==> src/ipc_defs.vh <==
// Purpose: Shared constants for the interrupt priority controller
// Assumes: APB byte addressing, 32-bit data words
// Notes:   Printed offsets are register indexes; byte address is 4x
`ifndef IPC_DEFS_VH
`define IPC_DEFS_VH

// ****************************************
// Register indexes and byte addresses
// ****************************************
`define IPC_IDX_EXT_ENABLE_ONE   12'h09c
`define IPC_IDX_PRIO_HIGH        12'h0b7
`define IPC_IDX_PRIO_LOW         12'h0b8
`define IPC_ADDR_EXT_ENABLE_ONE  12'h270
`define IPC_ADDR_PRIO_HIGH       12'h2dc
`define IPC_ADDR_PRIO_LOW        12'h2e0
`define IPC_ADDR_SRC_ENABLE      12'h000
`define IPC_ADDR_EXT_PRIO        12'h004
`define IPC_ADDR_TRIGGER         12'h008
`define IPC_ADDR_FLAGS           12'h00c
`define IPC_ADDR_PIN_FLAGS       12'h010
`define IPC_ADDR_STATUS          12'h014

// ****************************************
// Field positions and reset values
// ****************************************
`define IPC_GLOBAL_ENABLE_BIT    31
`define IPC_EXTENDED_INTERRUPT_ENABLE_ONE_WKT_BIT         2
`define IPC_EXTENDED_INTERRUPT_ENABLE_ONE_T3_BIT          1
`define IPC_EXTENDED_INTERRUPT_ENABLE_ONE_S1_BIT          0
`define IPC_REG8_RESET           8'h00
`define IPC_REG32_RESET          32'h00000000

// ****************************************
// Timing and source count
// ****************************************
`define IPC_CALL_CYCLES          3'h4
`define IPC_NUM_SOURCES          18

`endif

==> src/ipc_interrupt_priority_controller.v <==
// Purpose: Interrupt priority, nesting, vector and wake-up decision logic
// Assumes: Core pulses poll_ok on an instruction's last cycle, reti on RETI
// Notes:   APB slave, zero wait states, all state frozen while ce is low
//
// How it works
// - Four priority levels, zero lowest
// - Level equals high bit then low bit
// - Preempt only by strictly higher level
// - Return resumes preempted handler, then main
// - Lowest level starts only when idle
// - Highest level wins, ties by order
// - Fixed natural order of eighteen sources
// - Fixed vectors 0003H to 008BH, 8 apart
// - Only six sources wake from power-down
// - Edge external flag clears on entry
// - Level external flag equals inverted pin
// - Timer 0/1/3 auto-clear, timer 2 not
// - Level pin channel flag follows input
// - Extended enable bits for wakeup, timer 3
// - Extended enable bit 0 for serial 1
// - Low priority register bit assignment
// - High priority register, same assignment
// - Global enable off blocks, keeps pending
// - Fresh polling each cycle, no memory
// - Call lasts four cycles, five latency
//
// The APB slave port was left to the implementer.
`include "ipc_defs.vh"
`timescale 1ns/1ps
`default_nettype none

module ipc_interrupt_priority_controller #(
  parameter NSRC = `IPC_NUM_SOURCES
) (
  input  wire        pclk,
  input  wire        presetn,
  input  wire        ce,
  input  wire        psel,
  input  wire        penable,
  input  wire        pwrite,
  input  wire [11:0] paddr,
  input  wire [31:0] pwdata,
  output reg  [31:0] prdata,
  output reg         pready,
  output reg         pslverr,
  input  wire        ext0_pin_n,
  input  wire        ext1_pin_n,
  input  wire        timer0_overflow_set,
  input  wire        timer1_overflow_set,
  input  wire        timer2_event_set,
  input  wire        timer3_overflow_set,
  input  wire [7:0]  pin_channel_in,
  input  wire        brownout_req,
  input  wire        watchdog_req,
  input  wire        i2c_req,
  input  wire        adc_req,
  input  wire        serial0_req,
  input  wire        fault_brake_req,
  input  wire        spi_req,
  input  wire        capture_req,
  input  wire        pwm_req,
  input  wire        serial1_transmit_flag,
  input  wire        serial1_receive_flag,
  input  wire        wakeup_timer_flag,
  input  wire        poll_ok,
  input  wire        reti,
  output reg         irq_call,
  output reg         irq_call_busy,
  output reg  [15:0] irq_vector,
  output reg  [1:0]  irq_level,
  output reg         wake_request
);

  // ****************************************
  // Registers and flags
  // ****************************************
  reg  [7:0]  extended_interrupt_enable_one;
  reg  [7:0]  interrupt_priority_high_bits;
  reg  [7:0]  interrupt_priority_low_bits;
  reg  [31:0] src_enable;
  reg  [31:0] ext_prio;
  reg  [15:0] trigger_cfg;
  reg         external0_request_flag;
  reg         external1_request_flag;
  reg         timer0_overflow_flag;
  reg         timer1_overflow_flag;
  reg         timer2_event_flag;
  reg         timer3_overflow_flag;
  reg  [7:0]  pin_channel_flag;
  reg         ext0_pin_q;
  reg         ext1_pin_q;
  reg  [7:0]  pin_in_q;
  reg  [3:0]  in_service;
  reg  [2:0]  call_cnt;
  reg  [4:0]  last_src;

  wire        wr = psel & penable & pready & pwrite;
  wire        global_irq_enable = src_enable[`IPC_GLOBAL_ENABLE_BIT];
  wire        ext0_fall = ext0_pin_q & ~ext0_pin_n;
  wire        ext1_fall = ext1_pin_q & ~ext1_pin_n;
  wire        it0_edge = trigger_cfg[0];
  wire        it1_edge = trigger_cfg[1];
  wire [7:0]  pin_level_mode = trigger_cfg[15:8];
  wire        wakeup_timer_irq_enable =
    extended_interrupt_enable_one[`IPC_EXTENDED_INTERRUPT_ENABLE_ONE_WKT_BIT];
  wire        timer3_irq_enable =
    extended_interrupt_enable_one[`IPC_EXTENDED_INTERRUPT_ENABLE_ONE_T3_BIT];
  wire        serial1_irq_enable =
    extended_interrupt_enable_one[`IPC_EXTENDED_INTERRUPT_ENABLE_ONE_S1_BIT];

  // ****************************************
  // Request, enable and level vectors
  // ****************************************
  // Index is natural order minus one: 0 services before 17
  wire [NSRC-1:0] req = {wakeup_timer_flag, timer3_overflow_flag,
    serial1_transmit_flag | serial1_receive_flag, pwm_req, capture_req,
    timer2_event_flag, spi_req, fault_brake_req, serial0_req,
    timer1_overflow_flag, |pin_channel_flag, external1_request_flag,
    adc_req, i2c_req, timer0_overflow_flag, watchdog_req, brownout_req,
    external0_request_flag};
  wire [NSRC-1:0] enable = {wakeup_timer_irq_enable, timer3_irq_enable,
    serial1_irq_enable, src_enable[14:0]};
  wire [7:0] lo = interrupt_priority_low_bits;
  wire [7:0] hi = interrupt_priority_high_bits;
  wire [NSRC-1:0] prio_lo = {ext_prio[10:8], ext_prio[7:3], lo[4], lo[3],
    ext_prio[2], lo[2], lo[6], ext_prio[1], lo[1], ext_prio[0], lo[5],
    lo[0]};
  wire [NSRC-1:0] prio_hi = {ext_prio[26:24], ext_prio[23:19], hi[4],
    hi[3], ext_prio[18], hi[2], hi[6], ext_prio[17], hi[1], ext_prio[16],
    hi[5], hi[0]};
  // Blocked requests are not latched; recomputed every cycle
  wire [NSRC-1:0] pending = req & enable &
    {NSRC{global_irq_enable}};
  wire [NSRC-1:0] wake_mask = 18'h200c7;

  // ****************************************
  // Arbitration
  // ****************************************
  reg        win_valid;
  reg  [4:0] win_src;
  reg  [1:0] win_lvl;
  reg  [1:0] cur_lvl;
  reg        cur_busy;
  integer    i;
  integer    j;

  always @* begin
    win_valid = 1'b0;
    win_src = 5'h00;
    win_lvl = 2'h0;
    // Downward scan so equal levels end on the lowest index
    for (i = NSRC - 1; i >= 0; i = i - 1) begin
      if (pending[i] &&
          (!win_valid || {prio_hi[i], prio_lo[i]} >= win_lvl)) begin
        win_valid = 1'b1;
        win_src = i[4:0];
        win_lvl = {prio_hi[i], prio_lo[i]};
      end
    end
  end

  always @* begin
    cur_busy = |in_service;
    cur_lvl = 2'h0;
    if (in_service[3]) begin
      cur_lvl = 2'h3;
    end else if (in_service[2]) begin
      cur_lvl = 2'h2;
    end else if (in_service[1]) begin
      cur_lvl = 2'h1;
    end
  end

  // Level 0 can never exceed a running level, so it needs idle
  wire take = ce & poll_ok & ~reti & win_valid & (call_cnt == 3'h0) &
    (!cur_busy || win_lvl > cur_lvl);

  function [15:0] vector_of;
    input [4:0] s;
    begin
      case (s)
        5'd0:    vector_of = 16'h0003;
        5'd1:    vector_of = 16'h0043;
        5'd2:    vector_of = 16'h0053;
        5'd3:    vector_of = 16'h000b;
        5'd4:    vector_of = 16'h0033;
        5'd5:    vector_of = 16'h005b;
        5'd6:    vector_of = 16'h0013;
        5'd7:    vector_of = 16'h003b;
        5'd8:    vector_of = 16'h001b;
        5'd9:    vector_of = 16'h0023;
        5'd10:   vector_of = 16'h0073;
        5'd11:   vector_of = 16'h004b;
        5'd12:   vector_of = 16'h002b;
        5'd13:   vector_of = 16'h0063;
        5'd14:   vector_of = 16'h006b;
        5'd15:   vector_of = 16'h007b;
        5'd16:   vector_of = 16'h0083;
        5'd17:   vector_of = 16'h008b;
        default: vector_of = 16'h0000;
      endcase
    end
  endfunction

  // ****************************************
  // In-service record and call sequence
  // ****************************************
  reg [3:0] next_in_service;

  always @* begin
    next_in_service = in_service;
    if (reti) begin
      // Drop only the innermost level, the outer handler resumes
      next_in_service[cur_lvl] = 1'b0;
    end
    if (take) begin
      next_in_service[win_lvl] = 1'b1;
    end
  end

  always @(posedge pclk or negedge presetn) begin
    if (!presetn) begin
      in_service <= 4'h0;
      call_cnt <= 3'h0;
      last_src <= 5'h00;
      irq_call <= 1'b0;
      irq_call_busy <= 1'b0;
      irq_vector <= 16'h0000;
      irq_level <= 2'h0;
      wake_request <= 1'b0;
    end else if (ce) begin
      in_service <= next_in_service;
      irq_call <= take;
      wake_request <= |(req & enable & wake_mask);
      if (take) begin
        call_cnt <= `IPC_CALL_CYCLES;
        irq_call_busy <= 1'b1;
        irq_vector <= vector_of(win_src);
        irq_level <= win_lvl;
        last_src <= win_src;
      end else if (call_cnt != 3'h0) begin
        call_cnt <= call_cnt - 3'h1;
        irq_call_busy <= (call_cnt != 3'h1);
      end
    end
  end

  // ****************************************
  // Request flags
  // ****************************************
  wire wr_flags = wr && paddr == `IPC_ADDR_FLAGS;
  wire wr_pins = wr && paddr == `IPC_ADDR_PIN_FLAGS;
  wire enter0 = take && win_src == 5'd0;
  wire enter1 = take && win_src == 5'd6;

  // Hardware set is checked before any clear so it is never lost
  always @(posedge pclk or negedge presetn) begin
    if (!presetn) begin
      external0_request_flag <= 1'b0;
      external1_request_flag <= 1'b0;
      timer0_overflow_flag <= 1'b0;
      timer1_overflow_flag <= 1'b0;
      timer2_event_flag <= 1'b0;
      timer3_overflow_flag <= 1'b0;
      pin_channel_flag <= 8'h00;
      ext0_pin_q <= 1'b1;
      ext1_pin_q <= 1'b1;
      pin_in_q <= 8'h00;
    end else if (ce) begin
      ext0_pin_q <= ext0_pin_n;
      ext1_pin_q <= ext1_pin_n;
      pin_in_q <= pin_channel_in;
      if (!it0_edge) begin
        external0_request_flag <= ~ext0_pin_n;
      end else if (ext0_fall) begin
        external0_request_flag <= 1'b1;
      end else if (enter0) begin
        external0_request_flag <= 1'b0;
      end else if (wr_flags) begin
        external0_request_flag <= pwdata[0];
      end
      if (!it1_edge) begin
        external1_request_flag <= ~ext1_pin_n;
      end else if (ext1_fall) begin
        external1_request_flag <= 1'b1;
      end else if (enter1) begin
        external1_request_flag <= 1'b0;
      end else if (wr_flags) begin
        external1_request_flag <= pwdata[1];
      end
      if (timer0_overflow_set) begin
        timer0_overflow_flag <= 1'b1;
      end else if (take && win_src == 5'd3) begin
        timer0_overflow_flag <= 1'b0;
      end else if (wr_flags) begin
        timer0_overflow_flag <= pwdata[2];
      end
      if (timer1_overflow_set) begin
        timer1_overflow_flag <= 1'b1;
      end else if (take && win_src == 5'd8) begin
        timer1_overflow_flag <= 1'b0;
      end else if (wr_flags) begin
        timer1_overflow_flag <= pwdata[3];
      end
      if (timer2_event_set) begin
        timer2_event_flag <= 1'b1;
      end else if (wr_flags) begin
        timer2_event_flag <= pwdata[4];
      end
      if (timer3_overflow_set) begin
        timer3_overflow_flag <= 1'b1;
      end else if (take && win_src == 5'd16) begin
        timer3_overflow_flag <= 1'b0;
      end else if (wr_flags) begin
        timer3_overflow_flag <= pwdata[5];
      end
      for (j = 0; j < 8; j = j + 1) begin
        if (pin_level_mode[j]) begin
          pin_channel_flag[j] <= pin_channel_in[j];
        end else if (pin_channel_in[j] && !pin_in_q[j]) begin
          pin_channel_flag[j] <= 1'b1;
        end else if (wr_pins) begin
          pin_channel_flag[j] <= pwdata[j];
        end
      end
    end
  end

  // ****************************************
  // APB slave
  // ****************************************
  reg [31:0] rd_mux;
  reg        rd_hit;

  always @* begin
    rd_hit = 1'b1;
    rd_mux = 32'h00000000;
    case (paddr)
      `IPC_ADDR_EXT_ENABLE_ONE:
        rd_mux = {29'h0, extended_interrupt_enable_one[2:0]};
      `IPC_ADDR_PRIO_HIGH: rd_mux = {25'h0, interrupt_priority_high_bits[6:0]};
      `IPC_ADDR_PRIO_LOW:  rd_mux = {25'h0, interrupt_priority_low_bits[6:0]};
      `IPC_ADDR_SRC_ENABLE: rd_mux = src_enable;
      `IPC_ADDR_EXT_PRIO:   rd_mux = ext_prio;
      `IPC_ADDR_TRIGGER:    rd_mux = {16'h0, trigger_cfg};
      `IPC_ADDR_FLAGS: rd_mux = {26'h0, timer3_overflow_flag,
        timer2_event_flag, timer1_overflow_flag, timer0_overflow_flag,
        external1_request_flag, external0_request_flag};
      `IPC_ADDR_PIN_FLAGS: rd_mux = {24'h0, pin_channel_flag};
      `IPC_ADDR_STATUS: rd_mux = {last_src[4], 5'h00, pending,
        last_src[3:0], in_service};
      default: rd_hit = 1'b0;
    endcase
  end

  always @(posedge pclk or negedge presetn) begin
    if (!presetn) begin
      pready <= 1'b0;
      pslverr <= 1'b0;
      prdata <= `IPC_REG32_RESET;
      extended_interrupt_enable_one <= `IPC_REG8_RESET;
      interrupt_priority_high_bits <= `IPC_REG8_RESET;
      interrupt_priority_low_bits <= `IPC_REG8_RESET;
      src_enable <= `IPC_REG32_RESET;
      ext_prio <= `IPC_REG32_RESET;
      trigger_cfg <= 16'h0000;
    end else if (ce) begin
      pready <= psel & ~penable;
      if (psel & ~penable) begin
        pslverr <= ~rd_hit;
        prdata <= pwrite ? 32'h00000000 : rd_mux;
      end else begin
        pslverr <= 1'b0;
      end
      if (wr && rd_hit) begin
        case (paddr)
          `IPC_ADDR_EXT_ENABLE_ONE: extended_interrupt_enable_one <=
            {5'h0, pwdata[2:0]};
          `IPC_ADDR_PRIO_HIGH:
            interrupt_priority_high_bits <= {1'b0, pwdata[6:0]};
          `IPC_ADDR_PRIO_LOW:
            interrupt_priority_low_bits <= {1'b0, pwdata[6:0]};
          `IPC_ADDR_SRC_ENABLE:
            src_enable <= {pwdata[31], 16'h0, pwdata[14:0]};
          `IPC_ADDR_EXT_PRIO:
            ext_prio <= {5'h0, pwdata[26:16], 5'h0, pwdata[10:0]};
          `IPC_ADDR_TRIGGER: trigger_cfg <= {pwdata[15:8], 6'h0, pwdata[1:0]};
          default: trigger_cfg <= trigger_cfg;
        endcase
      end
    end
  end

endmodule

`default_nettype wire

==> config.mk <==
export PLATFORM = sky130hd
export DESIGN_NAME = ipc_interrupt_priority_controller
export DESIGN_NICKNAME = d
export VERILOG_FILES = /design/src/ipc_interrupt_priority_controller.v
export VERILOG_INCLUDE_DIRS = /design/src
export SDC_FILE = /design/constraint.sdc
export NUM_CORES = 1
export LEC_CHECK = 0
export BUFFER_PORTS_ARGS = -buffer_cell sky130_fd_sc_hd__buf_2
export CORE_ASPECT_RATIO = 0.75
export CORE_UTILIZATION = 58
export DETAILED_ROUTE_END_ITERATION = 7
export GPL_TIMING_DRIVEN = 0
export PLACE_DENSITY = 0.91
export RECOVER_POWER = 25
export SETUP_SLACK_MARGIN = 0.2
export SLEW_MARGIN = 20
export SYNTH_ARGS = -nofsm -noshare
export SYNTH_HDL_FRONTEND = slang
export SYNTH_SLANG_ARGS = --single-unit
==> constraint.sdc <==
create_clock -name pclk -period 30.6 [get_ports pclk]
set_input_delay 3.06 -clock pclk [delete_from_list [all_inputs] [get_ports pclk]]
set_output_delay 3.06 -clock pclk [all_outputs]
set_load 0.03 [all_outputs]
Word level (Yosys, flattened, before mapping)
Memories as Yosys holds them, arrays and structs flattened. A register that Yosys moved wholly into a read port is not among the register bits.
Cells that the tools add are included.

word-level totals
  register bits = 156
  memory bits (read-only) = 224
  input bits = 78
  logic and storage cells = 333
  memories kept = 1

memories
  memory           words  bits a word  read ports  clocked after Yosys merged registers in  write ports  RTL line                                 RTL
  (no name shown)  32     7            1           1                                        0            ipc_interrupt_priority_controller.v:181  case (s)

operators by class
  add/sub/neg operators = 1
  $lt $le $gt $ge = 22
  equal/unequal tests = 15
  mux-type cells = 114
  bitwise gates (word level) = 22
  reductions and logical operators = 124

operators with widths
  cell                                                                          number
  32-bit one-hot mux with 9 select lines                                        1
  5-bit 2-to-1 mux                                                              18
  1-bit 2-to-1 mux                                                              68
  2-bit 2-to-1 mux                                                              20
  18-bit AND                                                                    2
  12-bit by 10-bit equality test with 1-bit output, second input constant       3
  3-bit nonzero test                                                            12
  1-bit logical AND                                                             35
  2-bit greater-or-equal comparator                                             17
  2-bit AND reduction                                                           17
  32-bit 2-to-1 mux                                                             1
  1-bit zero test                                                               27
  12-bit by 4-bit equality test with 1-bit output, second input constant        2
  12-bit by 5-bit equality test with 1-bit output, second input constant        2
  1-bit logical OR                                                              18
  3-bit AND reduction                                                           6
  12-bit by 3-bit equality test with 1-bit output, second input constant        1
  12-bit zero test                                                              1
  1-bit AND                                                                     11
  9-bit OR reduction                                                            1
  4-bit 2-to-1 mux                                                              2
  4-bit by 1-bit != test with 1-bit output, second input constant               2
  8-bit OR reduction                                                            1
  2-bit by 3-bit less-than comparator with 1-bit output, second input constant  2
  20 further kinds                                                              28

Depth between registers and ports, before layout
  depth in word-level cells = 79
  mapped depth = 131
  depth with buffers taken out = 128

Worst setup path before layout
No wires, ideal clock.

  kind = in2reg
  start point = in wakeup_timer_flag
  end point = reg timer3_overflow_flag
  library setup time = 66 ps
  data arrival time = 25763 ps
  data required time = 30534 ps
  slack = 4771 ps
  stages on the path = 125
  buffers on the path = 1
  cell sequence = and2_1 > and3_1 > ha_1 > nand2b_1 > a211o_1 > a21boi_0 > a32o_1 > ha_1 > nand2b_1 > a211o_1 > and3_1 > clkbuf_2 > or3_1 > nand2_1 > ha_1 > a221oi_1 > or2_2 > o211ai_1 > [89 not listed] > a21o_1 > mux2_2 > ha_1 > nand2b_1 > a21oi_1 > a21boi_1 > nand2b_1 > or3_1 > o211ai_2 > inv_2 > ha_1 > a21oi_1 > o221ai_1 > inv_1 > and2_1 > and4_1 > o21bai_1 > a22o_1

on the way
  word-level cells in the longest chain between the ends = 77
  elaborated cells between the ends (all ways) = 135

RTL lines
  what                                                                             RTL line                                                                          RTL
  start, declared                                                                  ipc_interrupt_priority_controller.v:64                                            input wire wakeup_timer_flag,
  18-bit AND (*) (2 in a row)                                                      ipc_interrupt_priority_controller.v:132                                           wire [NSRC-1:0] pending = req & enable &
  2-bit 2-to-1 mux / 1-bit 2-to-1 mux (equally long branches)                      ipc_interrupt_priority_controller.v:153                                           if (pending[i] &&
  2-bit greater-or-equal comparator / 1-bit zero test (equally long branches)      ipc_interrupt_priority_controller.v:154                                           (!win_valid || {prio_hi[i], prio_lo[i]} >= win_lvl)) begin
  1-bit logical OR                                                                 ipc_interrupt_priority_controller.v:154
  1-bit logical AND                                                                ipc_interrupt_priority_controller.v:153
  2-bit 2-to-1 mux / 1-bit 2-to-1 mux (equally long branches)                      ipc_interrupt_priority_controller.v:153
  2-bit greater-or-equal comparator / 1-bit zero test (equally long branches)      ipc_interrupt_priority_controller.v:154
  1-bit logical OR                                                                 ipc_interrupt_priority_controller.v:154
  [60 not listed]                                                                  --
  1-bit logical AND                                                                ipc_interrupt_priority_controller.v:153
  2-bit 2-to-1 mux / 1-bit 2-to-1 mux (equally long branches)                      ipc_interrupt_priority_controller.v:153
  2-bit > comparator / 1-bit AND (equally long branches)                           ipc_interrupt_priority_controller.v:176, ipc_interrupt_priority_controller.v:175
  1-bit logical OR / 1-bit AND (equally long branches)                             ipc_interrupt_priority_controller.v:176, ipc_interrupt_priority_controller.v:175
  1-bit AND                                                                        ipc_interrupt_priority_controller.v:175                                           wire take = ce & poll_ok & ~reti & win_valid & (call_cnt == 3'h0) &
  1-bit logical AND (*)                                                            ipc_interrupt_priority_controller.v:312                                           end else if (take && win_src == 5'd16) begin
  3-bit nonzero test (no source line) / 1-bit 2-to-1 mux (equally long branches)   --
  2-bit AND reduction (no source line) / 1-bit 2-to-1 mux (equally long branches)  --
  end signal, assigned                                                             ipc_interrupt_priority_controller.v:315                                           timer3_overflow_flag <= pwdata[5];
  end, declared                                                                    ipc_interrupt_priority_controller.v:88                                            reg timer3_overflow_flag;

Every way passes the cells marked *; elsewhere a longest branch is shown, timed or not.
A chain may end at the register's enable or synchronous reset.

Final worst setup path
  start point = in wakeup_timer_flag
  end point = reg external0_request_flag

on the way
  word-level cells in the longest chain between the ends = 78
  elaborated cells between the ends (all ways) = 136

RTL lines
  what                                                                         RTL line                                                                          RTL
  18-bit AND (*) (2 in a row)                                                  ipc_interrupt_priority_controller.v:132
  2-bit 2-to-1 mux / 1-bit 2-to-1 mux (equally long branches)                  ipc_interrupt_priority_controller.v:153
  2-bit greater-or-equal comparator / 1-bit zero test (equally long branches)  ipc_interrupt_priority_controller.v:154
  1-bit logical OR                                                             ipc_interrupt_priority_controller.v:154
  1-bit logical AND                                                            ipc_interrupt_priority_controller.v:153
  2-bit 2-to-1 mux / 1-bit 2-to-1 mux (equally long branches)                  ipc_interrupt_priority_controller.v:153
  2-bit greater-or-equal comparator / 1-bit zero test (equally long branches)  ipc_interrupt_priority_controller.v:154
  1-bit logical OR                                                             ipc_interrupt_priority_controller.v:154
  [61 not listed]                                                              --
  2-bit 2-to-1 mux / 1-bit 2-to-1 mux (equally long branches)                  ipc_interrupt_priority_controller.v:153
  2-bit > comparator / 1-bit AND (equally long branches)                       ipc_interrupt_priority_controller.v:176, ipc_interrupt_priority_controller.v:175
  1-bit logical OR / 1-bit AND (equally long branches)                         ipc_interrupt_priority_controller.v:176, ipc_interrupt_priority_controller.v:175
  1-bit AND                                                                    ipc_interrupt_priority_controller.v:175
  1-bit logical AND (*)                                                        ipc_interrupt_priority_controller.v:253                                           wire enter0 = take && win_src == 5'd0;
  1-bit 2-to-1 mux                                                             ipc_interrupt_priority_controller.v:277                                           end else if (enter0) begin
  1-bit 2-to-1 mux                                                             ipc_interrupt_priority_controller.v:275                                           end else if (ext0_fall) begin
  1-bit 2-to-1 mux                                                             ipc_interrupt_priority_controller.v:273                                           if (!it0_edge) begin
  end signal, assigned                                                         ipc_interrupt_priority_controller.v:274                                           external0_request_flag <= ~ext0_pin_n;
  end signal, assigned                                                         ipc_interrupt_priority_controller.v:280                                           external0_request_flag <= pwdata[0];
  end, declared                                                                ipc_interrupt_priority_controller.v:83                                            reg external0_request_flag;

Marked as above.

==> summary.txt <==
Synth
  • Post-synthesis cell area: 8770 µm²
  • Flops & latches, synth: 142
  • Yosys warning count: 0
  • Post-Synth XOR/XNOR Area: 0
  • Mapped Cells: 956
  • Register area share after synthesis: 0.406
  • Post-synth EDFFs: 0
  • Top_reg_cell synth: dfrtp_1
  • Async SR Flop Fraction: 1.00
  • Post-synth cell types: 80
  • Synth Area in Adders: 0.0497
  • Ranking of synthesized cells by area: dfrtp_1 40%, mux2_2 7.4%, nand2_1 5.6%
  • Mux contribution to synthesized area: 0.0808
  • Avg Cell Area, Syn: 9.17 µm²
  • Compound-Gate Fraction of Synth Area: 0.234
  • Largest area contributor in the netlist: dfrtp_1
  • Main combinational cell family by area after synthesis: compound AO/OA/AOI/OAI gates
  • Yosys top cell area share: 0.400
  • Simple-gate share of the synthesized area: 0.179

Finish
  • Final Util: 0.709
  • Final nets: 1,220
  • Most frequent cells in the layout: 140 x dfrtp_1, 130 x nand2_1, 116 x buf_2, 92 x o21ai_0, 58 x mux2_2
  • Commonest non-fill, non-tap cell in the layout: dfrtp_1
  • Fillcell total: 1,104
  • Antenna diodes: 0
  • Layout cells sized above 1: 0.234
  • Synth-to-layout area growth: 18.1%

Worst hold path
  • Hold path cells: 1
  • Tightest Hold Check Type: reg2reg

Die
  • Cell Rows: 38
  • Ports: 133
  • Core area: 14,600 µm²
  • Starting Density: 0.601
  • Die width: 144 µm
  • Die Y: 108 µm
  • Die area: 15,600 µm²

Job
  • Max-Cap Viols: 2

Worst setup path
  • CP arrival: 29.36 ns
  • CP Capture Type: flip-flop
  • Reg2reg path depth: 126
  • CP max stage cell: or4b_2
  • Crit-path max FO: 10
  • Crit-path most repeated cell: ha_1
  • Kind of critical path: in2reg
  • Max incr delay on CP: 0.62 ns
  • Startpoint Class: input pin
  • CP required: 30.92 ns

Routing
  • Vias post-DR: 8,860
  • Via-to-Cell Ratio: 6.71
  • Initial DRC count: 1,324
  • Post-Route WL: 29,900 µm
  • Drt wl/cell: 22.6 µm
  • # DRC: 8
  • Antenna-violating nets left: 0
  • Pre-antenna DRT Iters: 8

Power
  • Psw: 111 µW
  • Pwr dens: 41.9 nW/µm²
  • Sequential power share: 0.440
  • Power Internal: 322 µW
  • P_leak: 0.00496 µW
  • Worst vdd rail ir drop: 40.4 µV
  • Switching share of power: 0.257
  • Combinational group share of total power: 0.054
  • Clk pwr share: 0.506

Timing
  • Slew Limit Fails: 145
  • Max transition margin: -2.01
  • Final setup TNS: 0 ns
  • Crit share post-route: 0.949
  • Final Hold Fails: 0
  • Max Freq: 34.4 MHz
  • RSZ-0062 raised after global routing: no
  • Layout Skew: 0.0143 ns
  • Fin crit period: 29.04 ns
  • Final setup fails: 0
  • Tightest Pin Transition: 4.51 ns

Place
  • Routability cong.: 1.00
  • Post-detail-place hpwl: 22,000 µm
  • Port buffer count: 115

Clock tree
  • Num CTS Buffers: 17
  • Worst-path clk slew: 0.07 ns
  • Worst skew pair latency: 0.43 ns
  • Number of H-tree levels: 4
  • CTS root buf: clkbuf_16
  • Hold_buf cts: 0
  • Clock buffer depth: 2
  • CTS sink cnt: 142
  • CTS tree: done

Global route
  • Vias in the first global route: 8,285
  • First-pass GRT wire length: 45,700 µm
  • GRT Total Usage: 0.397
  • Initial antenna violation count: 0
  • Largest net degree at the start of global routing: 81
  • Total grt overflow: 0

Run status
  • Status: finished, violations left
  • Failing checks: design-rule violations, max-capacitance violations, max-slew violations
through the flow:
stage,total power [µW],worst slack (ns),instance area [µm²],hold slack (ns),instances
4_1_cts,433,0.954,10300,0.477,1317
2_1_floorplan,203,4.77,8810,0.450,968
5_1_grt,443,0.0942,10400,0.489,1321
6_report,434,1.56,10400,0.472,1321
3_5_place_dp,217,0.587,9690,0.463,1285
3_3_place_gp,216,0.788,9640,0.454,1283
synthesized netlist by cell type, types with 4 or more instances:
master / instances
dfrtp_1: 140
nand2_1: 130
o21ai_0: 92
mux2_2: 58
inv_1: 46
nor2_1: 40
ha_1: 34
clkbuf_1: 33
nand3_1: 29
nand2b_1: 27
a21oi_1: 22
a22oi_1: 22
and3_1: 20
a22o_1: 18
nor3_1: 17
buf_4: 14
a221oi_1: 13
a31oi_1: 10
a21o_1: 9
a222oi_1: 8
and2_1: 8
nor4_1: 8
o21a_1: 8
nand3b_1: 7
o211ai_1: 7
o21ai_1: 7
o31ai_1: 7
a211o_1: 6
a32o_1: 5
a32oi_1: 5
buf_1: 5
nand4_1: 5
nor2b_1: 5
o311ai_0: 5
a31o_2: 4
and4_1: 4
mux2i_1: 4
o21bai_1: 4
or2_2: 4
or3_1: 4
worst max-delay path, delay by kind of cell:
kind	cells	cell delay [ns]
and+or+nand+nor	43	7.49
AOI/OAI and AO/OA	51	11.57
adders and majority gates	18	4.57
buffers and inverters	8	0.90
muxes	5	1.76
state kept, by name, summed over array words and instances (netlist names), 4 cells and up:
signal,flops
hi,7
pin_channel_flag,8
interrupt_priority_low_bits,7
trigger_cfg,10
last_src,5
irq_vector,6
in_service,4
pin_in_q,8
ext_prio,22
src_enable,16
prdata,28
logic make-up after synthesis:
group / after synthesis
AOI/OAI and AO/OA: 293
adders and majority gates: 35
buffers and inverters: 102
DFF: 142
muxes: 63
other: 1
and+or+nand+nor: 320
power by group through the flow:
| stage | logic (µW) | clock network [µW] | registers (µW) |
|---|---|---|---|
| after floorplan | 8.72 | 0 | 195 |
| after CTS | 23.4 | 218 | 191 |
| after global placement | 22.1 | 0 | 194 |
| after global routing | 25.2 | 227 | 191 |
| after detailed placement | 23.2 | 0 | 194 |
| final | 23.5 | 219 | 191 |
area by class of cell:
| type | count | area [µm²] | area share |
|---|---|---|---|
| tap | 200 | 250 | 0.0242 |
| buffer | 55 | 263 | 0.0254 |
| timing repair buffer | 121 | 613 | 0.0592 |
| inverter | 47 | 176 | 0.0170 |
| clock inverter | 14 | 168 | 0.0162 |
| sequential | 142 | 3560 | 0.343 |
| multi-input combinational | 724 | 4890 | 0.472 |
| clock buffer | 18 | 439 | 0.0424 |
routing by layer:
metal,routed length (µm),up-vias,global-route usage
met4,1410,0,0.180
met2,12400,665,0.576
met5,0,-,0
met3,4120,147,0.135
li1,-,3835,-
met1,12000,4213,0.535
final timing paths:
kind	start	end	slack (ns)
max	wakeup_timer_flag	external0_request_flag	1.56
min	prdata[3]	prdata[3]	0.47
max reg2reg	src_enable[31]	external0_request_flag	2.51
min reg2reg	prdata[3]	prdata[3]	0.47
max in group asynchronous	presetn	prdata[0]	21.75
min in group asynchronous	presetn	prdata[5]	4.23
timing repair:
item / CTS / global route
buffers inserted: 0 / 4
resized for setup: 0 / 10
endpoints found under the setup margin: 0 / 27
(Power assumes the default switching activity.)
